$ cat src/apw_map.svh
// task-file offsets, field positions, reset values and timing counts
// assumes the includer works on a 100 MHz core clock
`ifndef APW_MAP_SVH
`define APW_MAP_SVH
`define APW_OFS_DATA        3'h0
`define APW_OFS_FEATURE     3'h1
`define APW_OFS_SECCNT      3'h2
`define APW_OFS_SECNUM      3'h3
`define APW_OFS_CYLLO       3'h4
`define APW_OFS_CYLHI       3'h5
`define APW_OFS_DRVHEAD     3'h6
`define APW_OFS_CMD         3'h7
`define APW_OP_WR_SEC       8'h30
`define APW_OP_WR_SEC_RT    8'h31
`define APW_OP_WR_SEC_NE    8'h38
`define APW_OP_WR_MUL       8'hC5
`define APW_OP_WR_MUL_NE    8'hCD
`define APW_ST_BSY          7
`define APW_ST_DRDY         6
`define APW_ST_DSC          4
`define APW_ST_DRQ          3
`define APW_ST_ERR          0
`define APW_ER_IDNF         4
`define APW_ER_ABRT         2
`define APW_DH_LBA          6
`define APW_BSY_NS          400
`define APW_CLK_NS          10
`define APW_BSY_CYC         (`APW_BSY_NS / `APW_CLK_NS)
`define APW_WORDS_PER_SEC   256
`define APW_RST_BYTE        8'h00
`define APW_RST_SECCNT      8'h01
`define APW_RST_SECNUM      8'h01
`define APW_RST_DRVHEAD     8'hA0
`endif

$ cat src/apw_pkg.sv
// types shared by the sector-write engine
// assumes apw_map.svh holds the numeric constants
package apw_pkg;
  typedef enum logic [2:0] {
    APW_IDLE  = 3'b000,
    APW_SETUP = 3'b001,
    APW_XFER  = 3'b010,
    APW_PROG  = 3'b011,
    APW_DONE  = 3'b100
  } apw_state_t;
  typedef struct packed {
    logic [7:0] secnum;
    logic [7:0] cyllo;
    logic [7:0] cylhi;
    logic [7:0] drvhead;
  } apw_addr_t;
  typedef struct packed {
    logic        valid;
    logic [27:0] lba;
    logic        erase;
  } apw_media_req_t;
endpackage

$ cat src/apw_engine.sv
// ata pio sector-write engine: task file, status sequencing, media handshake
// assumes tf_* strobes are one-cycle pulses already synchronous to core_clk
//
// Behaviour
// - multiple write sets busy within 400 ns of accepting the opcode
// - multiple write interrupts once per block, not per sector
// - data request drops and is set again for every sector, not only at each block start
// - count is sectors; full blocks then a partial remainder block
// - multiple write aborts when no block count set or disabled
// - block count of one sector always supported; larger optional
// - error ends at failing sector; later blocks not transferred
// - interrupt whenever data request rises at a block start after the first
// - on error address is failing sector, count holds remaining
// - multiple write without erase skips the implied erase
// - single-sector writes take 1..256 sectors, zero meaning 256
// - write starts at addressed sector then walks consecutive sectors
// - accept sets busy, then data request with busy cleared
// - no interrupt before the first data transfer
// - between sectors busy then data request plus interrupt
// - after last sector busy until done, then clear and interrupt
// - on error address registers hold failing sector
// - sector write without erase uses normal protocol
// - lba built from head nibble, cylinder high, low, sector
// - each sector is 512 bytes over the data port
`timescale 1ns/1ps
`default_nettype none
`include "apw_map.svh"
module apw_engine #(
  parameter int unsigned MAX_BLOCK = 16
) (
  input  wire logic                core_clk,
  input  wire logic                nrst,
  input  wire logic                tf_wr,
  input  wire logic                tf_rd,
  input  wire logic [2:0]          tf_addr,
  input  wire logic [15:0]         tf_wdata,
  output logic      [7:0]          tf_rdata,
  input  wire logic [7:0]          block_count,
  input  wire logic                multi_enable,
  output apw_pkg::apw_media_req_t  media_req,
  output logic      [15:0]         media_wdata,
  output logic                     media_wvalid,
  input  wire logic                media_done,
  input  wire logic                media_fail,
  output logic                     intrq
);
  import apw_pkg::*;

  function automatic logic [27:0] lba_of(input apw_addr_t a);
    lba_of = {a.drvhead[3:0], a.cylhi, a.cyllo, a.secnum};
  endfunction

  function automatic apw_addr_t addr_next(input apw_addr_t a);
    logic [27:0] l;
    l = lba_of(a) + 28'd1;
    addr_next = a;
    if (a.drvhead[`APW_DH_LBA]) begin
      addr_next = {l[7:0], l[15:8], l[23:16], a.drvhead[7:4], l[27:24]};
    end else if (a.secnum == 8'd63) begin
      addr_next.secnum = 8'd1;
      if (a.drvhead[3:0] == 4'hF) begin
        addr_next.drvhead[3:0] = 4'h0;
        {addr_next.cylhi, addr_next.cyllo} = {a.cylhi, a.cyllo} + 16'd1;
      end else begin
        addr_next.drvhead[3:0] = a.drvhead[3:0] + 4'h1;
      end
    end else begin
      addr_next.secnum = a.secnum + 8'd1;
    end
  endfunction

  apw_state_t  st_q, st_d;
  apw_addr_t   addr_q, addr_d;
  logic [7:0]  cnt_q, cnt_d;
  logic [8:0]  left_q, left_d;
  logic [8:0]  blk_q, blk_d;
  logic [8:0]  word_q, word_d;
  logic [5:0]  dly_q, dly_d;
  logic [7:0]  feat_q, feat_d;
  logic [7:0]  err_q, err_d;
  logic        bsy_q;
  logic        bsy_d;
  logic        drq_q;
  logic        drq_d;
  logic        errb_q;
  logic        errb_d;
  logic        irq_q;
  logic        irq_d;
  logic        multi_q;
  logic        multi_d;
  logic        erase_q;
  logic        erase_d;
  logic [15:0] wdata_q, wdata_d;
  logic        wv_q, wv_d;
  logic [8:0]  bc9;

  wire data_wr = tf_wr && tf_addr == `APW_OFS_DATA;
  wire cmd_wr  = tf_wr && tf_addr == `APW_OFS_CMD && !bsy_q;
  wire [7:0] op = tf_wdata[7:0];

  always_comb begin
    st_d = st_q;
    addr_d = addr_q;
    cnt_d = cnt_q;
    left_d = left_q;
    blk_d = blk_q;
    word_d = word_q;
    dly_d = dly_q;
    feat_d = feat_q;
    err_d = err_q;
    bsy_d = bsy_q;
    drq_d = drq_q;
    errb_d = errb_q;
    irq_d = irq_q;
    multi_d = multi_q;
    erase_d = erase_q;
    wdata_d = wdata_q;
    wv_d = 1'b0;
    bc9 = (block_count == 8'd0 || block_count > MAX_BLOCK[7:0]) ? 9'd1 : {1'b0, block_count};
    if (tf_rd && tf_addr == `APW_OFS_CMD) begin
      irq_d = 1'b0;
    end
    if (tf_wr && !bsy_q && !drq_q) begin
      unique case (tf_addr)
        `APW_OFS_FEATURE: feat_d = op;
        `APW_OFS_SECCNT:  cnt_d = op;
        `APW_OFS_SECNUM:  addr_d.secnum = op;
        `APW_OFS_CYLLO:   addr_d.cyllo = op;
        `APW_OFS_CYLHI:   addr_d.cylhi = op;
        `APW_OFS_DRVHEAD: addr_d.drvhead = op;
        default: ;
      endcase
    end
    unique case (st_q)
      APW_IDLE: if (cmd_wr) begin
        bsy_d = 1'b1;
        drq_d = 1'b0;
        errb_d = 1'b0;
        err_d = `APW_RST_BYTE;
        left_d = (cnt_q == 8'd0) ? 9'd256 : {1'b0, cnt_q};
        multi_d = (op == `APW_OP_WR_MUL || op == `APW_OP_WR_MUL_NE);
        erase_d = !(op == `APW_OP_WR_MUL_NE || op == `APW_OP_WR_SEC_NE);
        dly_d = 6'd0;
        if (op == `APW_OP_WR_SEC || op == `APW_OP_WR_SEC_RT || op == `APW_OP_WR_SEC_NE) begin
          st_d = APW_SETUP;
        end else if (multi_d && block_count != 8'd0 && multi_enable) begin
          st_d = APW_SETUP;
        end else begin
          err_d[`APW_ER_ABRT] = 1'b1;
          errb_d = 1'b1;
          st_d = APW_DONE;
        end
      end
      APW_SETUP: begin
        dly_d = dly_q + 6'd1;
        if (dly_q == 6'(`APW_BSY_CYC - 1)) begin
          bsy_d = 1'b0;
          drq_d = 1'b1;
          word_d = 9'd0;
          blk_d = multi_q ? ((left_q < bc9) ? left_q : bc9) : 9'd1;
          if (left_q != ((cnt_q == 8'd0) ? 9'd256 : {1'b0, cnt_q})) begin
            irq_d = 1'b1;
          end
          st_d = APW_XFER;
        end
      end
      APW_XFER: if (data_wr) begin
        wdata_d = tf_wdata;
        wv_d = 1'b1;
        word_d = word_q + 9'd1;
        if (word_q == 9'(`APW_WORDS_PER_SEC - 1)) begin
          bsy_d = 1'b1;
          drq_d = 1'b0;
          st_d = APW_PROG;
        end
      end
      APW_PROG: begin
        if (media_fail) begin
          err_d[`APW_ER_IDNF] = 1'b1;
          errb_d = 1'b1;
          st_d = APW_DONE;
        end else if (media_done) begin
          left_d = left_q - 9'd1;
          blk_d = blk_q - 9'd1;
          if (left_q != 9'd1) begin
            addr_d = addr_next(addr_q);
          end
          if (left_q == 9'd1) begin
            st_d = APW_DONE;
          end else if (blk_q == 9'd1) begin
            dly_d = 6'd0;
            st_d = APW_SETUP;
          end else begin
            // next sector of block, no wait
            word_d = 9'd0;
            bsy_d = 1'b0;
            drq_d = 1'b1;
            st_d = APW_XFER;
          end
        end
      end
      APW_DONE: begin
        cnt_d = left_q[7:0];
        bsy_d = 1'b0;
        drq_d = 1'b0;
        irq_d = 1'b1;
        st_d = APW_IDLE;
      end
      default: st_d = APW_IDLE;
    endcase
  end

  always_ff @(posedge core_clk or negedge nrst) begin
    if (!nrst) begin
      st_q <= APW_IDLE;
      addr_q <= {`APW_RST_SECNUM, `APW_RST_BYTE, `APW_RST_BYTE, `APW_RST_DRVHEAD};
      cnt_q <= `APW_RST_SECCNT;
      left_q <= 9'd0;
      blk_q <= 9'd0;
      word_q <= 9'd0;
      dly_q <= 6'd0;
      feat_q <= `APW_RST_BYTE;
      err_q <= `APW_RST_BYTE;
      bsy_q <= 1'b0;
      drq_q <= 1'b0;
      errb_q <= 1'b0;
      irq_q <= 1'b0;
      multi_q <= 1'b0;
      erase_q <= 1'b1;
      wdata_q <= 16'h0000;
      wv_q <= 1'b0;
    end else begin
      st_q <= st_d;
      addr_q <= addr_d;
      cnt_q <= cnt_d;
      left_q <= left_d;
      blk_q <= blk_d;
      word_q <= word_d;
      dly_q <= dly_d;
      feat_q <= feat_d;
      err_q <= err_d;
      bsy_q <= bsy_d;
      drq_q <= drq_d;
      errb_q <= errb_d;
      irq_q <= irq_d;
      multi_q <= multi_d;
      erase_q <= erase_d;
      wdata_q <= wdata_d;
      wv_q <= wv_d;
    end
  end

  always_comb begin
    unique case (tf_addr)
      `APW_OFS_FEATURE: tf_rdata = err_q;
      `APW_OFS_SECCNT:  tf_rdata = cnt_q;
      `APW_OFS_SECNUM:  tf_rdata = addr_q.secnum;
      `APW_OFS_CYLLO:   tf_rdata = addr_q.cyllo;
      `APW_OFS_CYLHI:   tf_rdata = addr_q.cylhi;
      `APW_OFS_DRVHEAD: tf_rdata = addr_q.drvhead;
      `APW_OFS_CMD: begin
        tf_rdata = `APW_RST_BYTE;
        tf_rdata[`APW_ST_BSY] = bsy_q;
        tf_rdata[`APW_ST_DRDY] = !bsy_q;
        tf_rdata[`APW_ST_DSC] = !bsy_q;
        tf_rdata[`APW_ST_DRQ] = drq_q;
        tf_rdata[`APW_ST_ERR] = errb_q;
      end
      default: tf_rdata = `APW_RST_BYTE;
    endcase
  end

  assign media_req = '{valid: (st_q == APW_PROG), lba: lba_of(addr_q), erase: erase_q};
  assign media_wdata = wdata_q;
  assign media_wvalid = wv_q;
  assign intrq = irq_q;
endmodule
`default_nettype wire

$ cat config.mk
export PLATFORM = sky130hd
export DESIGN_NAME = apw_engine
export DESIGN_NICKNAME = d
export VERILOG_FILES = /design/src/apw_pkg.sv /design/src/apw_engine.sv
export VERILOG_INCLUDE_DIRS = /design/src /design/src/src
export SDC_FILE = /design/constraint.sdc
export NUM_CORES = 1
export LEC_CHECK = 0
export BUFFER_PORTS_ARGS = -buffer_cell sky130_fd_sc_hd__clkbuf_2
export CAP_MARGIN = 15
export CORE_MARGIN = 1.5
export CORE_UTILIZATION = 38
export DETAILED_ROUTE_END_ITERATION = 7
export SETUP_SLACK_MARGIN = 0.4
export SLEW_MARGIN = 30
export SYNTH_ARGS = -nofsm -noshare
export SYNTH_HDL_FRONTEND = slang
export SYNTH_SLANG_ARGS = --single-unit
$ cat constraint.sdc
create_clock -name core_clk -period 3.7 [get_ports core_clk]
set_input_delay 0.555 -clock core_clk [delete_from_list [all_inputs] [get_ports core_clk]]
set_output_delay 0.555 -clock core_clk [all_outputs]
set_load 0.005 [all_outputs]
==> results of run 1 <==
[through the flow]
| stage | worst slack, ps | utilization | instance area, um2 |
|---|---|---|---|
| 2_1_floorplan | 986.6 | - | 6923 |
| 3_3_place_gp | 681.9 | 0.4097 | 7335 |
| 3_5_place_dp | 613.4 | 0.4097 | 7335 |
| 4_1_cts | 898.9 | 0.4274 | 7651 |
| 5_1_grt | 675.0 | 0.4274 | 7651 |
| 6_report | 847.6 | 0.4274 | 7651 |
[layer usage]
metal / up-vias / share of wire
li1: 3003 / -
met1: 3064 / 0.47
met2: 224 / 0.45
met3: 29 / 0.063
met4: 2 / 0.019
met5: - / 0.00060
[worst paths after layout]
check	startpoint	end	slack, ps
max	st_q[2]	media_req[27]	850
min	nrst	media_wdata[9]	290
max reg2reg	st_q[2]	media_req[27]	850
min reg2reg	addr_q[7]	addr_q[7]	470
max in group asynchronous	nrst	media_req[1]	2640
min in group core_clk	tf_wdata[14]	media_wdata[14]	420
[synth_stat cells (all sizes together) (12+ instances only)]
master and number:
nor4 13, nand2 97, mux2i 21, buf 57, ha 17, mux2 26
a31oi 14, nor2 80, o21ai 63, and3 12, nand3 37, a21oi 55
inv 25, nor3 14, clkbuf 16, dfrtp 96
[state kept, by name (all words and copies together) (netlist names), 3 cells and up]
register	count
dly_q	6
word_q	9
left_q	9
media_wdata	16
blk_q	9
st_q	3
media_req	28
cnt_q	8
addr_q	4
[power groups by stage]
| stage | clock network [mW] | logic (mW) | registers [mW] |
|---|---|---|---|
| 2_1_floorplan | 0 | 1.86 | 1.99 |
| 3_3_place_gp | 0 | 2.22 | 2.29 |
| 3_5_place_dp | 0 | 2.25 | 2.29 |
| 4_1_cts | 1.06 | 2.26 | 2.27 |
| 5_1_grt | 1.09 | 2.56 | 2.36 |
| 6_report | 1.02 | 2.26 | 2.29 |
[final cells by class]
type / count / area (um2) / share of cell area
multi-input cells: 615 / 3877 / 0.5068
clock inverters: 7 / 91.34 / 0.01194
repair buffers: 100 / 543.0 / 0.07097
inverters: 25 / 93.84 / 0.01226
well taps: 229 / 286.5 / 0.03745
flip-flops and latches: 101 / 2534 / 0.3312
clock buffers: 9 / 225.2 / 0.02944
[kinds of logic after synthesis]
family,after synthesis,share of synthesized area
xor gates and xnor gates,15,0.01900
other,1,0.0005423
buffers and inverters,98,0.07400
and+or+nand+nor,321,0.2343
adders and majority gates,17,0.03076
muxes,49,0.07925
AOI/OAI and AO/OA,210,0.1958
DFF,101,0.3664
[critical path, delay by kind of cell, from the launching register on]
family | cells | cell delay, ps
AOI/OAI and AO/OA | 4 | 1440
and+or+nand+nor | 1 | 570
DFF | 1 | 560
muxes | 1 | 220
==> impl_metrics.csv, run 1 <==
group,metric,value,unit
timing,holdWs,286.6,ps
synthesis,yosys_warnings,0,
global_routing,use_met2,0.3342,
pwr,ir_drop,0.2700,mV
clocking,cts_num_sinks,101,
global_routing,antenna_found_initial,1,
global_routing,busiest_layer,"met2",
die,fp.dieArea,19020,um2
clocking,htreeDepth,3,
timing,fmax,350.6,MHz
setup_path,cp_slowest_cell,"a211oi_4",
die,die_width,137.9,um
pwr,total_power,5.570,mW
timing,worstMarginPinSlew,874.5,ps
setup_path,ff2ff_path_depth,6,
placement,place_inst,1070,
die,die-height,137.9,um
cells_and_area,instances_no_fill,1086,
die,num_rows,49,
synthesis,synth-seq-cells,101,
timing,slew_headroom,0.4170,
placement,dp_hpwl,14.55,mm
global_routing,grt_pass1_wl,32.28,mm
synthesis,synthTopCellsByArea,"dfrtp_1, nand2_1, o21ai_0",
pwr,p_comb_frac,0.405,
pwr,p_per_area,728.0,nW/um2
cells_and_area,diodes,0,
clocking,cts_hold_buf,0,
setup_path,crit_chain,"nand4bb_1 > a211oi_4 > o21ai_2 > a211oi_2 > mux2i_1 > o21a_1",
clocking,cts_tree,"built",
setup_path,start_kind,"flop",
drt,finalWirelength,19.96,mm
synthesis,synthCells,812,
clocking,clockRootBuffer,"clkbuf_16",
drt,drc,0,
timing,rsz0062_at_grt,"no",
min_path,hp-class,"in2async",
timing,clock_skew,7.318,ps
synthesis,synth_area_per_cell,8.516,um2
timing,tns,0,ps
drt,drt-pass1-iter-count,5,
drt,wire_per_inst,18.38,um
cells_and_area,final_common_cell,"nand2_1",
pwr,clkPwrFrac,0.183,
clocking,cts_resized,0,
synthesis,synth_top_area_frac,0.3474,
cells_and_area,drive_above_1_share,0.1972,
placement,io_buffers,89,
pwr,intPower,3.161,mW
pwr,swShare,0.4326,
setup_path,criticalPathCategory,"reg2reg",
global_routing,grt_pass1_vias,5965,
synthesis,syn_area,6915,um2
cells_and_area,fin_nets,903,
pwr,p_switching,2.409,mW
status,status,"finished, final reports clean",
die,ios,90,
synthesis,synth_cell_types,76,
global_routing,overflow,0,
die,core-area,17900,um2
clocking,cts_setup_buffers,0,
synthesis,seq_area_frac_synth,0.3664,
synthesis,synthFlopType,"dfrtp_1",
drt,drtIter0Drc,465,
global_routing,grt_usage,0.2193,
timing,hold_violations,0,
run,cap_violations,0,
timing,timing.final.crit_share,0.7709,
synthesis,yosysTopAreaCell,"dfrtp_1",
pwr,p_leak,3.320,nW
cells_and_area,synthToLayoutAreaGrowth,10.64,%
clocking,cts_buffer_depth,2,
timing,setup_viol,0,
global_routing,grt_max_degree,62,
drt,vias_per_cell,5.821,
timing,finalCriticalPeriod,2852,ps
synthesis,async_flop_share,1.000,
clocking,clk_pin_slew,70,ps
setup_path,cp.arrival,3160,ps
die,start_util,0.3863,
global_routing,grt_util_met1,0.3151,
clocking,worstSkewPairLatency,360,ps
drt,final_antenna_net_count,0,
placement,gp_congestion,0.8865,
drt,vias,6322,
setup_path,crit_path_max_incr_delay,790,ps
setup_path,critPathCaptureType,"flop",
synthesis,synth-edff-count,0,
pwr,seqPwrFrac,0.411,
setup_path,cp.required,4000,ps
global_routing,met3_usage,0.04057,
setup_path,path_max_fanout,14,
cells_and_area,fillers,1814,
cells_and_area,layout.cells.most_common_list,"nand2_1, dfrtp_1, clkbuf_2",
clocking,cts_buffers,9,
timing,slew_violations,0,
Note: power is estimated with default switching activity, not from simulation.
==> run 2: changes to the inputs <==
- clock period: 3.7 -> 2.75 ns (I/O delays scaled with it)
==> run 2 against run 1 <==
  * Sequential power rose by 28%
  * Final cell count grew 3.0%
  * The flow now finishes with violations (design-rule violations)
  * Global-route usage decreased by 0.079 points
  * Total power increased by 39%
  * Largest cell class unchanged
  * Clock power grew 34%
  * Core utilization rose by 1.8 points
  * Highest routed layer is now met4
  * Combinational power is 52% higher
==> impl_metrics.csv, run 2 (same netlist as run 1, synthesis figures left out) <==
group,metric,value,unit
cells_and_area,fillers,1795,
clocking,cts_num_sinks,101,
global_routing,grt_max_degree,45,
timing,clock_skew,9.172,ps
timing,rsz0062_at_grt,"yes",
placement,dp_slack,126.0,ps
status,status,"complete, but fails checks",
die,fp.dieArea,19020,um2
clocking,worstSkewPairLatency,360,ps
pwr,ir_drop,0.5244,mV
die,ios,90,
placement,io_buffers,89,
timing,fin_ws,511.4,ps
cells_and_area,drive_above_1_share,0.2393,
cells_and_area,synthToLayoutAreaGrowth,15.32,%
clocking,cts_tree,"built",
pwr,p_per_area,970.9,nW/um2
drt,drc,4,
min_path,hp-class,"in2async",
timing,setup_viol,0,
global_routing,use_met2,0.3317,
timing,slew_violations,0,
timing,finalCriticalPeriod,2239,ps
timing,worstMarginPinSlew,703.2,ps
setup_path,ff2ff_path_depth,8,
setup_path,cp.arrival,2540,ps
timing,tns,0,ps
placement,dp_hpwl,15.11,mm
cells_and_area,final_util,0.4455,
drt,final_antenna_net_count,0,
setup_path,criticalPathCategory,"reg2reg",
cells_and_area,fin_nets,936,
global_routing,overflow,0,
global_routing,busiest_layer,"met2",
clocking,cts_buffer_depth,2,
setup_path,critPathCaptureType,"flop",
drt,vias,6422,
setup_path,path_max_fanout,7,
setup_path,start_kind,"flop",
setup_path,r2r_start,"media_req[9]",
die,die-height,137.9,um
drt,drtIter0Drc,508,
setup_path,cp.required,3050,ps
global_routing,grt_pass1_wl,31.78,mm
timing,timing.final.crit_share,0.8140,
clocking,htreeDepth,3,
drt,vias_per_cell,5.739,
timing,slew_headroom,0.5312,
drt,drt-pass1-iter-count,8,
clocking,clockRootBuffer,"clkbuf_16",
timing,hold_violations,0,
global_routing,grt_util_met1,0.3101,
die,num_rows,49,
setup_path,reg2reg_setup_slack,510,ps
global_routing,met3_usage,0.04569,
global_routing,antenna_found_initial,0,
cells_and_area,layout.cells.most_common_list,"nand2_1, dfrtp_1, clkbuf_2",
die,core-area,17900,um2
drt,wire_per_inst,18.16,um
placement,gp_congestion,0.8674,
drt,finalWirelength,20.32,mm
cells_and_area,diodes,0,
global_routing,grt_usage,0.2185,
status,violations,"design-rule violations",
die,start_util,0.3863,
global_routing,grt_pass1_vias,5718,
die,die_width,137.9,um
pwr,p_leak,3.484,nW
clocking,clk_pin_slew,80,ps
run,cap_violations,0,
cells_and_area,largest_reg_flops,28,
setup_path,critPathLaunch,"media_req[9]",
timing,fmax,446.7,MHz
timing,holdWs,58.25,ps
clocking,cts_buffers,9,
-- run 2: area by class of cell --
class	count	area [um2]	area share
clock buffer	9	225.2	0.02824
clock inverter	7	91.34	0.01145
inverter	25	97.59	0.01224
multi-input combinational	615	3950	0.4953
sequential	101	2534	0.3177
tap	229	286.5	0.03593
timing repair buffer	133	790.8	0.09915
-- run 2: timing repair --
action	in CTS	in global routing
gates resized for setup	3	8
buffers inserted	0	4
hold buffers	0	0
pin swaps	0	2
hold endpoints to repair	0	0
setup endpoints to repair	8	7
-- run 2: critical path, stage by stage, from the launching register on --
cell and delay, ps:
dfrtp_1 510, ha_1 270, and4_1 270, nor3b_1 190
buf_4 180, nand3_1 80, a211oi_2 310, mux2i_1 230
o21a_1 140
-- run 2: per-stage QoR --
stage	instances	total power, mW	area [um2]
after floorplan	814	5.194	6954
after global placement	1099	6.287	7584
after detailed placement	1099	6.318	7584
after CTS	1115	7.718	7911
after global routing	1119	8.330	7975
final	1119	7.743	7975
-- run 2: worst paths after layout --
check,to
worst max-delay path,media_req[27]
max in group asynchronous,erase_q
worst min register to register,addr_q[7]
min in group core_clk,media_wdata[13]
worst min-delay path,media_req[24]
worst max register to register,media_req[27]
-- run 2: power by group --
| group | internal [mW] | switching [mW] |
|---|---|---|
| logic | 1.58 | 1.86 |
| registers | 2.11 | 0.827 |
| clock network | 0.729 | 0.636 |
-- run 2: per-layer routing --
layer  share of wire  vias to the layer above
met5               0                        -
met4           0.024                        0
met3           0.059                       29
met2            0.45                      193
met1            0.47                     3139
li1                -                     3061
